<file path="config.mk">
export PLATFORM = sky130hd
export DESIGN_NAME = tone_gen_freq_level_config
export DESIGN_NICKNAME = d
export VERILOG_FILES = /design/src/rtl/tone_cfg_pkg.sv /design/src/rtl/tone_voice_decode.sv /design/src/rtl/tone_gen1_decode.sv /design/src/rtl/tone_gen_freq_level_config.sv
export VERILOG_INCLUDE_DIRS = /design/src /design/src/rtl
export SDC_FILE = /design/constraint.sdc
export NUM_CORES = 1
export LEC_CHECK = 0
export BUFFER_PORTS_ARGS = -buffer_cell sky130_fd_sc_hd__buf_2
export CAP_MARGIN = 5
export CELL_PAD_IN_SITES_DETAIL_PLACEMENT = 1
export CELL_PAD_IN_SITES_GLOBAL_PLACEMENT = 2
export CORE_ASPECT_RATIO = 1.2
export CORE_MARGIN = 4
export CORE_UTILIZATION = 35
export DETAILED_ROUTE_END_ITERATION = 10
export MAX_ROUTING_LAYER = met4
export PLACE_DENSITY_LB_ADDON = 0.1
export SLEW_MARGIN = 0
export SYNTH_ARGS = -nofsm -noshare
export SYNTH_HDL_FRONTEND = slang
export SYNTH_SLANG_ARGS = --single-unit
</file>
<file path="constraint.sdc">
create_clock -name sys_clk -period 1.4 [get_ports sys_clk]
set_input_delay 0.07 -clock sys_clk [delete_from_list [all_inputs] [get_ports sys_clk]]
set_output_delay 0.07 -clock sys_clk [all_outputs]
set_load 0.05 [all_outputs]
</file>
<file path="src/rtl/tone_cfg_consts.svh">
// register offsets, field positions, reset values and scaling constants of the tone configuration block
`ifndef TONE_CFG_CONSTS_SVH
`define TONE_CFG_CONSTS_SVH
`define OFS_CH1_TONE2_CTRL_A 4'h7
`define OFS_CH1_TONE2_CTRL_B 4'h8
`define OFS_CH1_TONE1_LEVEL_FREQ_HI 4'h9
`define OFS_CH1_TONE1_FREQ_LO 4'ha
`define OFS_RINGING_SELECT_CREST_CTRL 4'hb
`define OFS_CH2_TONE1_CTRL_A 4'hc
`define OFS_CH2_TONE1_CTRL_B 4'hd
`define OFS_TONE_STATUS 4'he
`define REG_RESET 8'h00
`define LEVEL_MSB 7
`define LEVEL_LSB 1
`define FREQ_HI_BIT 0
`define RING_CH2_BIT 7
`define RING_CH1_BIT 3
`define TRAP_CH2_MSB 6
`define TRAP_CH2_LSB 4
`define TRAP_CH1_MSB 2
`define TRAP_CH1_LSB 0
`define RING_FREQ_MSB 5
`define VOICE_STEP_HZ 10
`define RING_STEP_HZ 1
`define VOICE_CODE_MIN 9'h01e
`define VOICE_CODE_MAX 9'h154
`define RING_CODE_MIN 6'h0f
`define RING_CODE_MAX 6'h32
`endif

</file>
<file path="src/rtl/tone_cfg_pkg.sv">
// types shared by the tone configuration block
package tone_cfg_pkg;
   typedef struct packed {
      logic enable;
      logic ring_mode;
      logic [8:0] freq_code;
      logic [6:0] level_code;
      logic [2:0] trapezoid_sel;
      logic freq_in_band;
   } gen_cfg_t;
   typedef struct packed {
      logic [3:0] addr;
      logic [7:0] wdata;
      logic wr;
      logic rd;
   } reg_req_t;
endpackage : tone_cfg_pkg

</file>
<file path="src/rtl/tone_voice_decode.sv">
// decodes a voice-band tone frequency code and its band check
`timescale 1ns/1ps
`include "tone_cfg_consts.svh"
module tone_voice_decode
   import tone_cfg_pkg::*;
(
   // register fields
   input wire logic freq_hi,
   input wire logic [7:0] freq_lo,
   // decoded code
   output logic [8:0] freq_code,
   output logic in_band
);
   always_comb begin
      freq_code = {freq_hi, freq_lo};
      in_band = (freq_code >= `VOICE_CODE_MIN) && (freq_code <= `VOICE_CODE_MAX);
   end
endmodule : tone_voice_decode

</file>
<file path="src/rtl/tone_gen1_decode.sv">
// decodes a generator-1 register pair into frequency, mode, level and waveform
`timescale 1ns/1ps
`include "tone_cfg_consts.svh"
module tone_gen1_decode
   import tone_cfg_pkg::*;
(
   // register fields
   input wire logic [7:0] level_freq_hi,
   input wire logic [7:0] freq_lo,
   input wire logic ring_sel,
   input wire logic [2:0] trap_sel,
   // decoded configuration
   output gen_cfg_t cfg
);
   logic [8:0] voice_code;
   logic voice_ok;
   tone_voice_decode u_voice (
      .freq_hi(level_freq_hi[`FREQ_HI_BIT]),
      .freq_lo(freq_lo),
      .freq_code(voice_code),
      .in_band(voice_ok)
   );
   always_comb begin
      cfg.level_code = level_freq_hi[`LEVEL_MSB:`LEVEL_LSB];
      cfg.enable = (cfg.level_code != 7'h00);
      cfg.ring_mode = ring_sel;
      if (ring_sel) begin
         // upper code bits are ignored in ringing mode; code is hertz directly
         cfg.freq_code = {3'h0, freq_lo[`RING_FREQ_MSB:0]};
         cfg.freq_in_band = (freq_lo[`RING_FREQ_MSB:0] >= `RING_CODE_MIN) &&
            (freq_lo[`RING_FREQ_MSB:0] <= `RING_CODE_MAX);
         cfg.trapezoid_sel = trap_sel;
      end else begin
         cfg.freq_code = voice_code;
         cfg.freq_in_band = voice_ok;
         // waveform field only applies while ringing
         cfg.trapezoid_sel = 3'h0;
      end
   end
endmodule : tone_gen1_decode

</file>
<file path="src/rtl/tone_gen_freq_level_config.sv">
// register bank and decoded tone generator settings for both channels
//
// Our own choices: the register addresses and the plain strobed port.
`timescale 1ns/1ps
`include "tone_cfg_consts.svh"
module tone_gen_freq_level_config
   import tone_cfg_pkg::*;
(
   // clock and reset
   input wire logic sys_clk,
   input wire logic nrst,
   // register port
   input wire logic [3:0] reg_addr,
   input wire logic [7:0] reg_wdata,
   input wire logic reg_wr,
   input wire logic reg_rd,
   output logic [7:0] reg_rdata,
   // decoded generator settings
   output gen_cfg_t ch1_gen1_cfg,
   output gen_cfg_t ch2_gen1_cfg,
   output logic [8:0] ch1_gen2_freq_code,
   output logic ch1_gen2_in_band
);
   typedef struct packed {
      logic [7:0] ch1_tone2_ctrl_a;
      logic [7:0] ch1_tone2_ctrl_b;
      logic [7:0] ch1_tone1_level_freq_hi;
      logic [7:0] ch1_tone1_freq_lo;
      logic [7:0] ringing_select_crest_ctrl;
      logic [7:0] ch2_tone1_ctrl_a;
      logic [7:0] ch2_tone1_ctrl_b;
      logic [7:0] rdata;
      gen_cfg_t ch1_gen1;
      gen_cfg_t ch2_gen1;
      logic [8:0] gen2_code;
      logic gen2_ok;
   } state_t;

   state_t st_r;
   state_t st_nxt;
   gen_cfg_t ch1_dec;
   gen_cfg_t ch2_dec;
   logic [8:0] gen2_dec;
   logic gen2_ok_dec;
   reg_req_t req;

   assign req = '{addr: reg_addr, wdata: reg_wdata, wr: reg_wr, rd: reg_rd};

   tone_voice_decode u_gen2 (
      .freq_hi(st_r.ch1_tone2_ctrl_a[`FREQ_HI_BIT]),
      .freq_lo(st_r.ch1_tone2_ctrl_b),
      .freq_code(gen2_dec),
      .in_band(gen2_ok_dec)
   );

   tone_gen1_decode u_ch1 (
      .level_freq_hi(st_r.ch1_tone1_level_freq_hi),
      .freq_lo(st_r.ch1_tone1_freq_lo),
      .ring_sel(st_r.ringing_select_crest_ctrl[`RING_CH1_BIT]),
      .trap_sel(st_r.ringing_select_crest_ctrl[`TRAP_CH1_MSB:`TRAP_CH1_LSB]),
      .cfg(ch1_dec)
   );

   tone_gen1_decode u_ch2 (
      .level_freq_hi(st_r.ch2_tone1_ctrl_a),
      .freq_lo(st_r.ch2_tone1_ctrl_b),
      .ring_sel(st_r.ringing_select_crest_ctrl[`RING_CH2_BIT]),
      .trap_sel(st_r.ringing_select_crest_ctrl[`TRAP_CH2_MSB:`TRAP_CH2_LSB]),
      .cfg(ch2_dec)
   );

   always_comb begin
      st_nxt = st_r;
      if (req.wr) begin
         unique case (req.addr)
            `OFS_CH1_TONE2_CTRL_A: st_nxt.ch1_tone2_ctrl_a = req.wdata;
            `OFS_CH1_TONE2_CTRL_B: st_nxt.ch1_tone2_ctrl_b = req.wdata;
            `OFS_CH1_TONE1_LEVEL_FREQ_HI: st_nxt.ch1_tone1_level_freq_hi = req.wdata;
            `OFS_CH1_TONE1_FREQ_LO: st_nxt.ch1_tone1_freq_lo = req.wdata;
            `OFS_RINGING_SELECT_CREST_CTRL: st_nxt.ringing_select_crest_ctrl = req.wdata;
            `OFS_CH2_TONE1_CTRL_A: st_nxt.ch2_tone1_ctrl_a = req.wdata;
            `OFS_CH2_TONE1_CTRL_B: st_nxt.ch2_tone1_ctrl_b = req.wdata;
            default: ;
         endcase
      end
      st_nxt.rdata = 8'h00;
      if (req.rd) begin
         unique case (req.addr)
            `OFS_CH1_TONE2_CTRL_A: st_nxt.rdata = st_r.ch1_tone2_ctrl_a;
            `OFS_CH1_TONE2_CTRL_B: st_nxt.rdata = st_r.ch1_tone2_ctrl_b;
            `OFS_CH1_TONE1_LEVEL_FREQ_HI: st_nxt.rdata = st_r.ch1_tone1_level_freq_hi;
            `OFS_CH1_TONE1_FREQ_LO: st_nxt.rdata = st_r.ch1_tone1_freq_lo;
            `OFS_RINGING_SELECT_CREST_CTRL: st_nxt.rdata = st_r.ringing_select_crest_ctrl;
            `OFS_CH2_TONE1_CTRL_A: st_nxt.rdata = st_r.ch2_tone1_ctrl_a;
            `OFS_CH2_TONE1_CTRL_B: st_nxt.rdata = st_r.ch2_tone1_ctrl_b;
            // live band checks, so software can see an unguaranteed setting
            `OFS_TONE_STATUS: st_nxt.rdata = {4'h0, st_r.ch2_gen1.enable, st_r.ch1_gen1.enable,
               st_r.ch1_gen1.freq_in_band, st_r.gen2_ok};
            default: st_nxt.rdata = 8'h00;
         endcase
      end
      // decoded outputs lag the register by one cycle so that every output is a flop
      st_nxt.ch1_gen1 = ch1_dec;
      st_nxt.ch2_gen1 = ch2_dec;
      st_nxt.gen2_code = gen2_dec;
      st_nxt.gen2_ok = gen2_ok_dec;
   end

   always_ff @(posedge sys_clk or negedge nrst) begin
      if (!nrst) begin
         st_r <= '0;
      end else begin
         st_r <= st_nxt;
      end
   end

   assign reg_rdata = st_r.rdata;
   assign ch1_gen1_cfg = st_r.ch1_gen1;
   assign ch2_gen1_cfg = st_r.ch2_gen1;
   assign ch1_gen2_freq_code = st_r.gen2_code;
   assign ch1_gen2_in_band = st_r.gen2_ok;

   chk_gen2_code_join: assert property (@(posedge sys_clk) disable iff (!nrst)
      ##1 ch1_gen2_freq_code == {$past(st_r.ch1_tone2_ctrl_a[0]), $past(st_r.ch1_tone2_ctrl_b)})
      else $error("gen2 code not built from ctrl registers");
   chk_level_field: assert property (@(posedge sys_clk) disable iff (!nrst)
      ##1 ch1_gen1_cfg.level_code == $past(st_r.ch1_tone1_level_freq_hi[7:1]))
      else $error("level field wrong");
   chk_level_off: assert property (@(posedge sys_clk) disable iff (!nrst)
      ##1 ch1_gen1_cfg.enable == ($past(st_r.ch1_tone1_level_freq_hi[7:1]) != 7'h00))
      else $error("enable does not follow level code");
   chk_level_range: assert property (@(posedge sys_clk) disable iff (!nrst)
      ch1_gen1_cfg.enable |-> ch1_gen1_cfg.level_code >= 7'h01)
      else $error("enabled with zero level");
   chk_voice_freq: assert property (@(posedge sys_clk) disable iff (!nrst)
      ##1 !$past(st_r.ringing_select_crest_ctrl[3]) |->
      ch1_gen1_cfg.freq_code == {$past(st_r.ch1_tone1_level_freq_hi[0]), $past(st_r.ch1_tone1_freq_lo)})
      else $error("voice frequency code wrong");
   chk_ring_freq: assert property (@(posedge sys_clk) disable iff (!nrst)
      ##1 $past(st_r.ringing_select_crest_ctrl[3]) |->
      ch1_gen1_cfg.freq_code == {3'h0, $past(st_r.ch1_tone1_freq_lo[5:0])})
      else $error("ringing frequency code wrong");
   chk_ring_band: assert property (@(posedge sys_clk) disable iff (!nrst)
      ch1_gen1_cfg.ring_mode && ch1_gen1_cfg.freq_in_band |->
      ch1_gen1_cfg.freq_code >= 9'h00f && ch1_gen1_cfg.freq_code <= 9'h032)
      else $error("ringing band check wrong");
   chk_ch2_mode: assert property (@(posedge sys_clk) disable iff (!nrst)
      ##1 ch2_gen1_cfg.ring_mode == $past(st_r.ringing_select_crest_ctrl[7]))
      else $error("ch2 mode not from bit 7");
   chk_trap_gate: assert property (@(posedge sys_clk) disable iff (!nrst)
      !ch1_gen1_cfg.ring_mode |-> ch1_gen1_cfg.trapezoid_sel == 3'h0)
      else $error("trapezoid active outside ringing");
   chk_readback: assert property (@(posedge sys_clk) disable iff (!nrst)
      reg_wr && reg_addr == 4'h9 ##1 reg_rd && reg_addr == 4'h9 && !$past(reg_rd) |->
      ##1 reg_rdata == $past(reg_wdata, 2))
      else $error("readback differs from write");
   chk_rdata_idle: assert property (@(posedge sys_clk) disable iff (!nrst)
      ##1 !$past(reg_rd) |-> reg_rdata == 8'h00)
      else $error("read data not zero outside read cycle");
   chk_gen2_band: assert property (@(posedge sys_clk) disable iff (!nrst)
      ch1_gen2_in_band == (ch1_gen2_freq_code >= 9'h01e && ch1_gen2_freq_code <= 9'h154))
      else $error("gen2 band flag wrong");
   chk_ch2_level: assert property (@(posedge sys_clk) disable iff (!nrst)
      ##1 ch2_gen1_cfg.level_code == $past(st_r.ch2_tone1_ctrl_a[7:1]))
      else $error("ch2 level field wrong");
   chk_ch2_trap_gate: assert property (@(posedge sys_clk) disable iff (!nrst)
      !ch2_gen1_cfg.ring_mode |-> ch2_gen1_cfg.trapezoid_sel == 3'h0)
      else $error("ch2 trapezoid active outside ringing");
endmodule : tone_gen_freq_level_config

</file>
Yosys cells after proc, flatten, opt, wreduce, memory -nomap -nowiden
Cells that the tools add are included.
{"block": "op_classes", "n_lt_le_gt_ge": 10, "n_eq_ne": 8, "muxes": 6, "reduce_logical": 14}
{"op": "case mux 8 bit (8 select lines)", "n": 1}
{"op": "== test 4 bit, second input constant", "n": 7}
{"op": "greater-or-equal comparator 9 x 5 -> 1 bit, second input constant", "n": 3}
{"op": "<= comparator 9 bit, second input constant", "n": 3}
{"op": "2-to-1 mux 9 bit", "n": 2}
{"op": "AND reduction 2 bit", "n": 7}
{"op": "nonzero test 7 bit", "n": 2}
{"op": "greater-or-equal comparator 6 x 4 -> 1 bit, second input constant", "n": 2}
{"op": "<= comparator 6 bit, second input constant", "n": 2}
{"op": "2-to-1 mux 4 bit", "n": 2}
{"op": "2-to-1 mux 8 bit", "n": 1}
{"op": "logical AND 1 bit", "n": 5}
{"op": "== test 4 x 3 -> 1 bit, second input constant", "n": 1}
{"block": "totals", "register_bits": 118, "in_bits": 16, "out_inout_bits": 62, "wordCells": 60}

Longest topological paths before layout
Gate-level depths: netlist of the first run.
{"block": "logic_depth", "word_depth": 3, "ltp_mapped": 7, "depth_no_buf": 4}

Cells and area by module
A second synthesis of the first run with hierarchy kept.
{"block": "unflattened", "hier_cells": 450, "area_unflattened_um2": 5720.5}
{"module": "tone_gen_freq_level_config", "instances": 1, "cells_each": 334, "area_per_inst_um2": 4849.7, "seq_area_each_um2": 2952.8}
{"module": "tone_gen1_decode", "instances": 2, "cells_each": 31, "area_per_inst_um2": 244.0, "seq_area_each_um2": 0.0}
{"module": "tone_voice_decode", "instances": 3, "cells_each": 18, "area_per_inst_um2": 127.6, "seq_area_each_um2": 0.0}

Worst setup path before layout of the first run
No wires, ideal clock.
{"block": "synth_timing", "kind": "register to register", "startpoint": "reg st_r[91] in the netlist's numbering", "endpoint": "reg st_r, in the netlist reg_rdata[5]", "setup_time_ps": 135, "arrival_ps": 1278, "required_ps": 1265, "path_slack_ps": -12, "path_stages_with_launch": 5, "path_buffers": 1, "period_less_slack_ps": 1412, "path_cell_list": "dfrtp_1 -> clkbuf_1 -> mux4_2 -> a221oi_1 -> nor2_1"}
{"element": "start, declared", "line_no": "tone_gen_freq_level_config.sv:39", "rtl": "state_t st_r;"}
{"element": "start signal, assigned", "line_no": "tone_gen_freq_level_config.sv:113", "rtl": "st_r <= st_nxt;"}

==> flow_summary.yaml, run 1 <==
clock_tree:
  cts_root_buf: "clkbuf_16"
  cts_buffers: 17
  clkTransAtPathRegs_ns: 0.06
  cts_tree: "built"
  worstSkewPairLatency_ns: 0.42
  clock_sinks: 118
  cts_buffer_depth: 2
  cts_max_level: 4
die:
  initial_utilization: 0.357
  rows: 48
  dieArea_um2: 16700
  die_y_um: 141
  io_pins: 78
  coreArea_um2: 14400
  die_w_um: 119
timing:
  tightest_slew_ns: 0.453
  hold_viol: 0
  relSlewSlack: 0.698
  fin_crit_sh: 0.967
  hold_ws_ns: 0.0203
  report.final.slew_viol_count: 0
  clock_skew_ns: 0.00785
  setup_viol: 0
  setup_ws_ns: 0.0466
  final.min_clock_period_ns: 1.35
  fmax_mhz: 739
synth:
  ys_seq_elements: 118
  synth_ff_type: "dfrtp_1"
  yosysSeqAreaShare: 0.574
  synth.avg_cell_area_um2: 13.5
  yosysUniqueCellTypes: 49
  syn_inst: 381
  synthArstFlopShare: 1.00
  yosysTopAreaCell: "dfrtp_1"
  synth.cell_area_um2: 5150
  synth_top_cells_by_area: "dfrtp_1, mux2_2, buf_4"
  syn_nets: 397
  netlist.area_leader.share: 0.574
  synth_edf_count: 0
  synth_warnings: 0
finish:
  multiInputGateArea_um2: 1710
  antenna_cells: 0
  area_growth_pct: 23.5
  seq_area_um2: 2950
  fin_area_um2: 6360
  layout-drive-gt1-share: 0.516
  fill_cells: 1506
  fin_nets: 476
worst_setup_path:
  r2r_slack_ns: 0.05
  reg2reg_from: "st_r[83]"
  cp_max_fo: 2
  critPathLaunch: "st_r[83]"
  r2r_end: "reg_rdata[5]"
  arrival_ns: 1.65
  critPathLaunchType: "flip-flop"
  worstSetupPathType: "reg -> reg"
  r2r_cells: 3
  cp-end-kind: "flip-flop"
  cp.required_ns: 1.69
  critPathCapture: "reg_rdata[5]"
global_route:
  grt_first_pass_wirelength_um: 21900
  antenna_found_initial: 0
  grt_use_total: 0.182
  grt_pass1_vias: 3594
  overflow: 0
  grt_max_degree: 40
detailed_routing:
  initialDrtViolationCount: 200
  vias: 3225
  wl_met1_um: 6110
  wl_um: 13600
  dr_wl_met2_um: 6740
  top_layer: "met4"
  avgRoutedWirePerCell_um: 21.0
  routed_via_density: 4.98
  detail-route-antenna-nets: 0
  drc: 0
  wl_met3_um: 477
  firstDrtPassIters: 4
flow_run:
  maxCapViolCount: 0
worst_hold_path:
  hold_path.class: "in -> reg"
placement:
  gp_congestion: 0.776
  pre_cts_slack_ns: -0.0944
  io_buffers: 77
  hpwl_um: 9550
  place_area_um2: 5650
pwr:
  finalPower_mw: 12.7
  ir_drop_mv: 0.636
  p_per_area_nw_per_um2: 2000
  power.leakage_nw: 3.02
outcome:
  run_status: "finished clean"
==> cell families after synthesis <==
kind of cell,count (synthesis),share of synthesized area
flip-flops,118,0.574
AND/OR/NAND/NOR,77,0.0948
multiplexers,72,0.173
buffers and inverters,72,0.104
AO/OA/AOI/OAI,42,0.0552
==> how the worst min path moves through the flow <==
stage,from,end,slack (ns),cells past startpoint
2_1_floorplan,nrst,ch1_gen1_cfg[0],-0.23,0
3_3_place_gp,nrst,ch1_gen1_cfg[3],0.05,1
3_5_place_dp,nrst,ch1_gen1_cfg[3],0.05,1
4_1_cts,reg_wdata[4],st_r[90],0.02,2
5_1_grt,reg_wdata[4],st_r[90],0.03,2
6_report,reg_wdata[4],st_r[74],0.02,2
==> repair_timing <==
action | 4_1_cts | 5_1_grt
hold buffers | 2 | 0
buffers inserted | 0 | 2
gates resized for setup | 4 | 8
endpoints found under the setup margin | 4 | 6
endpoints found under the hold margin | 60 | 0
pin swaps | 0 | 5
==> per-stage QoR <==
stage	cells	TNS, ns	util
after global routing	648	-0.0179	0.441
after global placement	613	-2.15	0.392
after CTS	647	0	0.439
after detailed placement	613	-2.22	0.392
final	648	0	0.441
after floorplan	381	0	-
==> placed cells by master (no fill, tap or decap), drive strengths merged, types with 2 or more instances in the layout <==
cell           n
nand3          7
a31oi          4
a221oi         4
o21a           3
a21oi          5
nor2b         11
mux2i          9
nand3b         2
and2           7
dlygate4sd3    2
nand2         14
mux4           5
a32oi          2
clkbuf        24
o21ai         13
nor3           4
nor2          16
nand4          3
and3           3
clkinv         4
nor3b          2
nand2b         2
a22o           3
mux2          58
buf          130
nor4           4
dfrtp        118
bufinv         3
o2bb2ai        2
==> critical path, cell delays in order (launching register included) <==
cell and delay (ns):
dfrtp_1 0.38, mux4_2 0.53, a221oi_2 0.24, nor2_1 0.09
==> state kept, by name, summed over array words and instances, names as in the netlist <==
register / count
st_r: 56
ch1_gen2_in_band: 1
ch2_gen1_cfg: 22
ch1_gen2_freq_code: 9
ch1_gen1_cfg: 22
reg_rdata: 8
==> synthesized netlist by cell type (3+ instances only) <==
library cell  instances
nand4_1               3
buf_4                65
mux2_2               49
a31oi_1               4
a21oi_1               5
o21ai_0              11
buf_2                 3
nor3_1                3
nand3_1               4
nor4_1                4
a221oi_1              4
mux2i_1               9
o21a_1                3
nor2_1               12
mux2_4                8
nand3_2               3
dfrtp_1             118
nand2_1              12
nor2b_1              11
mux4_2                4
and2_1                6
a22o_1                3
==> layout make-up <==
| class | instances | area share |
|---|---|---|
| Timing Repair Buffer | 132 | 0.133 |
| Sequential cell | 118 | 0.465 |
| Clock inverter | 8 | 0.0185 |
| Tap cell | 175 | 0.0344 |
| Multi-Input combinational cell | 191 | 0.269 |
| Clock buffer | 24 | 0.0805 |
==> metal layers <==
metal / vias up / GRT usage
met2: 76 / 0.283
met5: - / -
met1: 1661 / 0.232
li1: 1461 / -
met3: 27 / 0.0421
met4: 0 / 0.0714
==> report_power, final <==
part | switching, mW | total, mW | internal, mW
registers | 0.493 | 4.65 | 4.16
clock network | 1.57 | 4.64 | 3.07
logic | 2.27 | 3.46 | 1.19
Note: power is estimated with default switching activity, not from simulation.
==> run 2, diff against run 1 <==
==> constraint.sdc (replaced) <==
create_clock -name sys_clk -period 1.2 [get_ports sys_clk]
set_input_delay 0.06 -clock sys_clk [delete_from_list [all_inputs] [get_ports sys_clk]]
set_output_delay 0.06 -clock sys_clk [all_outputs]
set_load 0.05 [all_outputs]
==> run 2 against run 1 <==
  * The flow now finishes with violations (negative setup slack)
  * Critical path depth grew 1
  * Global-route usage shrank 0.35 points
  * Total power grew 17%
  * Clock skew grew 0.00096 ns
  * Flip-flop and latch count is the same
  * Via count grew 1.2%
  * Utilization grew 0.99 points
  * Sequential share of layout area shrank 0.98 points
  * Combinational power grew 21%
  * Cell count grew 2.5%
  * Largest power group unchanged
  * Highest routed layer unchanged
==> flow_summary.yaml, run 2 (same netlist as run 1, synthesis figures left out) <==
clock_tree:
  worstSkewPairLatency_ns: 0.41
  cts_max_level: 4
  cts_buffer_depth: 2
  clkTransAtPathRegs_ns: 0.06
  cts_tree: "built"
  clock_sinks: 118
  cts_root_buf: "clkbuf_16"
  cts_buffers: 17
finish:
  area_growth_pct: 26.3
  final_cells: 664
  antenna_cells: 0
  layout-drive-gt1-share: 0.544
  largest_reg_flops: 56
  fin_nets: 492
  final_common_cell: "dfrtp_1"
  largest-register: "st_r"
  final_cell_mix: "dfrtp_1, buf_2, buf_4"
timing:
  setup_viol: 6
  setup_ws_ns: -0.164
  final.min_clock_period_ns: 1.36
  fin_crit_sh: 1.14
  fmax_mhz: 733
  tns_ns: -0.879
  clock_skew_ns: 0.00881
  rsz0062_at_grt: "yes"
  tightest_slew_ns: 0.348
  report.final.slew_viol_count: 0
  hold_viol: 0
  relSlewSlack: 0.768
die:
  initial_utilization: 0.357
  io_pins: 78
  die_w_um: 119
  dieArea_um2: 16700
  rows: 48
  coreArea_um2: 14400
  die_y_um: 141
placement:
  io_buffers: 77
  gp_congestion: 0.802
  hpwl_um: 9700
  placed_cells: 624
pwr:
  ir_drop_mv: 1.08
  p_per_area_nw_per_um2: 2290
  power.leakage_nw: 3.08
worst_setup_path:
  crit_slowest_cell: "mux4_2"
  critPathLaunchType: "flip-flop"
  path_delay_family: "multiplexers"
  cp_cell_sequence: "mux4_2 -> nor2b_4 -> o21ai_2 -> a21oi_2"
  cp-end-kind: "flip-flop"
  critPathMaxStageDelay_ns: 0.48
  crit_cells: 4
  cp.required_ns: 1.49
  arrival_ns: 1.65
  r2r_cells: 4
  cp_max_fo: 3
  path_buf_inv: 0
  worstSetupPathType: "reg -> reg"
detailed_routing:
  firstDrtPassIters: 4
  initialDrtViolationCount: 182
  avgRoutedWirePerCell_um: 20.3
  routed_via_density: 4.92
  detail-route-antenna-nets: 0
  drc: 0
  wl_um: 13500
  vias: 3264
global_route:
  overflow: 0
  grt_first_pass_wirelength_um: 21800
  grt_pass1_vias: 3719
  antenna_found_initial: 0
  grt_max_degree: 55
  grt_use_total: 0.178
worst_hold_path:
  min_path_cells: 2
  hold_path.class: "in -> reg"
flow_run:
  maxCapViolCount: 0
outcome:
  run_status: "complete, but fails checks"
  violations: "negative setup slack"
[run 2: changes by cell type in the layout (fill, tap and decap cells not counted), moves of 2 or more]
cell | previous run | this run
buf_4 | 51 | 66
o21ai_0 | 10 | 6
o21ai_1 | 2 | 5
clkbuf_1 | 1 | 3
clkbuf_8 | 6 | 4
dfrtp_1 | 117 | 115
dfrtp_2 | 1 | 3
mux2i_1 | 9 | 7
mux2i_2 | 0 | 2
[run 2: metrics by stage]
stage / worst slack, ns / hold WS (ns) / util / total power, mW / cell area (µm²)
4_1_cts: -0.181 / 0.00000702 / 0.449 / 15.0 / 6470
5_1_grt: -0.223 / 0.0159 / 0.451 / 15.6 / 6500
3_3_place_gp: -0.254 / -0.0115 / 0.400 / 9.54 / 5760
2_1_floorplan: -0.151 / -0.236 / - / 8.64 / 5170
3_5_place_dp: -0.280 / -0.00749 / 0.400 / 9.60 / 5760
6_report: -0.164 / 0.00719 / 0.451 / 14.9 / 6500
[run 2: worst reg2reg max path, stage by stage (launching register included)]
cell and delay [ns]:
dfrtp_1 0.42, mux4_2 0.48, nor2b_4 0.14, o21ai_2 0.12, a21oi_2 0.08
[run 2: metal layers]
| layer | wire length (µm) | up-vias | track usage |
|---|---|---|---|
| met5 | 0 | - | - |
| met4 | 207 | 0 | 0.0604 |
| met3 | 421 | 17 | 0.0413 |
| met2 | 6930 | 68 | 0.293 |
| met1 | 5900 | 1697 | 0.217 |
| li1 | - | 1482 | - |
[run 2: area by class of cell]
class | instances | area (µm²)
sequential | 118 | 2960
multi-input combinational | 191 | 1740
fill | 1507 | 7910
clock buffer | 24 | 492
clock inverter | 8 | 120
tap | 175 | 219
timing repair buffer | 148 | 976
[run 2: what timing repair did]
action,CTS,global route
endpoints found under the hold margin,119,0
hold buffers,2,0
setup buffers,4,2
gates resized for setup,14,6
pin swaps,5,8
setup endpoints to repair,8,11
[run 2: final timing paths]
| check | from | slack [ns] | to |
|---|---|---|---|
| setup / recovery | st_r[92] | -0.16 | reg_rdata[6] |
| hold / removal | reg_wdata[6] | 0.007 | st_r[68] |
| setup reg to reg | st_r[92] | -0.16 | reg_rdata[6] |
| hold reg to reg | st_r[74] | 0.43 | ch2_gen1_cfg[7] |
| max in group asynchronous | nrst | 0.48 | st_r[63] |
| min in group asynchronous | nrst | 0.11 | ch1_gen1_cfg[13] |
[run 2: power by group]
group          leakage, nW  switching [mW]  internal (mW)
Combinational         1.33            2.68           1.52
Clock                0.296            1.78           3.47
Sequential            1.46           0.592           4.86
Total                 3.08            5.05           9.85
==> run 3, diff against run 2 <==
--- a/config.mk
+++ b/config.mk
@@ -16,6 +16,7 @@
 export DETAILED_ROUTE_END_ITERATION = 10
 export MAX_ROUTING_LAYER = met4
 export PLACE_DENSITY_LB_ADDON = 0.1
+export SETUP_SLACK_MARGIN = 0.05
 export SLEW_MARGIN = 0
 export SYNTH_ARGS = -nofsm -noshare
 export SYNTH_HDL_FRONTEND = slang
==> run 3 against run 2 <==
  * Clock skew rose by 0.0022 ns
  * Wire length barely moved
  * Via count fell by 0.31%
  * Highest routed layer unchanged
  * The run still ends with negative setup slack left
  * Worst hold slack improved by 0.014 ns
==> flow_summary.yaml, run 3 (same netlist as run 1, synthesis figures left out) <==
timing:
  setup_viol: 6
  relSlewSlack: 0.627
  fmax_mhz: 723
  tightest_slew_ns: 0.559
  rsz0062_at_grt: "yes"
  setup_ws_ns: -0.182
  clock_skew_ns: 0.0110
  hold_viol: 0
  fin_crit_sh: 1.15
  hold_ws_ns: 0.0213
  report.final.slew_viol_count: 0
  final.min_clock_period_ns: 1.38
detailed_routing:
  vias: 3254
  firstDrtPassIters: 4
  wl_um: 13500
  routed_via_density: 4.89
  top_layer: "met4"
  wl_met3_um: 438
  avgRoutedWirePerCell_um: 20.2
  detail-route-antenna-nets: 0
  drc: 0
  dr_wl_met2_um: 6850
  wl_met1_um: 5990
  initialDrtViolationCount: 117
finish:
  utilization: 0.448
  largest_reg_flops: 56
  largest-register: "st_r"
  final_cell_mix: "dfrtp_1, buf_2, buf_4"
  area_growth_pct: 25.4
  antenna_cells: 0
  layout-drive-gt1-share: 0.544
  fill_cells: 1523
  fin_nets: 494
  final_common_cell: "dfrtp_1"
global_route:
  grt_first_pass_wirelength_um: 21900
  antenna_found_initial: 0
  overflow: 0
  grt_use_total: 0.180
  grt_max_degree: 76
  grt_pass1_vias: 3601
clock_tree:
  clock_sinks: 118
  cts_buffers: 17
  cts_max_level: 4
  worstSkewPairLatency_ns: 0.42
  cts_root_buf: "clkbuf_16"
  cts_tree: "built"
  clkTransAtPathRegs_ns: 0.06
  cts_buffer_depth: 2
die:
  io_pins: 78
  rows: 48
  dieArea_um2: 16700
  die_y_um: 141
  die_w_um: 119
  initial_utilization: 0.357
  coreArea_um2: 14400
worst_setup_path:
  cp-end-kind: "flip-flop"
  crit_cells: 3
  path_delay_family: "multiplexers"
  r2r_slack_ns: -0.18
  arrival_ns: 1.68
  cp_cell_sequence: "mux4_2 -> a221oi_2 -> nor2_1"
  worstSetupPathType: "reg -> reg"
  critPathLaunchType: "flip-flop"
  cp_max_fo: 3
  path_buf_inv: 0
  r2r_cells: 3
  crit_slowest_cell: "mux4_2"
  cp.required_ns: 1.49
  critPathMaxStageDelay_ns: 0.52
pwr:
  p_int_mw: 9.27
  pwr-share-seq: 0.376
  finalPower_mw: 14.5
  power.leakage_nw: 3.07
  swShare: 0.360
  combPwrFrac: 0.294
  p_switching_mw: 5.20
  ir_drop_mv: 1.03
  p_per_area_nw_per_um2: 2240
  power_frac_clock: 0.330
outcome:
  violations: "negative setup slack"
  run_status: "complete, but fails checks"
placement:
  gp_congestion: 0.777
  io_buffers: 77
  hpwl_um: 9690
worst_hold_path:
  hold_path.class: "in -> reg"
  min_path_cells: 2
flow_run:
  maxCapViolCount: 0
==> run 3: cell count changes in the layout (fill, tap and decap cells not counted), sizes merged <==
| cell | delta |
|---|---|
| buf | +2 |
| clkinvlp | +2 |
| clkbuf | -6 |
| clkinv | +3 |
| bufinv | -2 |
| inv | +3 |
==> run 3: worst reg2reg max path, cell delays in order, from the launching register on <==
cell and delay (ns):
dfrtp_1 0.42, mux4_2 0.52, a221oi_2 0.25, nor2_1 0.07
==> run 3: repair_timing <==
action | in CTS | in global routing
hold endpoints to repair | 119 | 0
pin swaps | 5 | 8
resized for setup | 10 | 8
buffers inserted | 3 | 2
hold buffers | 2 | 0
gates cloned | 0 | 0
setup endpoints to repair | 13 | 13
==> run 3: final timing paths <==
| check | startpoint | endpoint |
|---|---|---|
| setup / recovery | st_r[91] | reg_rdata[5] |
| hold / removal | reg_wdata[6] | st_r[92] |
| setup reg to reg | st_r[91] | reg_rdata[5] |
| hold reg to reg | st_r[74] | ch2_gen1_cfg[7] |
| max in group asynchronous | nrst | st_r[111] |
| min in group asynchronous | nrst | ch1_gen1_cfg[2] |
==> run 3: power by group through the flow <==
stage | sequential, mW | combinational [mW] | clock [mW]
global placement | 5.49 | 4.08 | 0
floorplan | 5.40 | 3.24 | 0
finish | 5.44 | 4.25 | 4.78
CTS | 5.46 | 4.24 | 4.90
detailed placement | 5.51 | 4.13 | 0
global route | 5.57 | 4.53 | 5.13
==> run 3: per-layer routing <==
metal	global-route usage	vias up
met5	-	-
met1	0.225	1674
met4	0.0567	0
met3	0.0449	17
met2	0.291	68
li1	-	1495
==> run 3: per-stage QoR <==
step | cells | instance area (µm²) | setup WS, ns | setup TNS [ns]
floorplan | 381 | 5180 | -0.151 | -0.388
global placement | 627 | 5780 | -0.222 | -8.27
detailed placement | 627 | 5780 | -0.221 | -8.61
CTS | 664 | 6400 | -0.180 | -0.795
global route | 666 | 6450 | -0.247 | -1.23
finish | 666 | 6450 | -0.182 | -0.747
==> run 3: final cells by class <==
| type | count | area (µm²) | area share |
|---|---|---|---|
| Clock inverter | 14 | 128 | 0.0198 |
| Sequential cell | 118 | 2960 | 0.458 |
| Timing Repair Buffer | 150 | 991 | 0.154 |
| Tap cell | 175 | 219 | 0.0339 |
| Multi-Input combinational cell | 191 | 1730 | 0.268 |
| Clock buffer | 18 | 429 | 0.0665 |
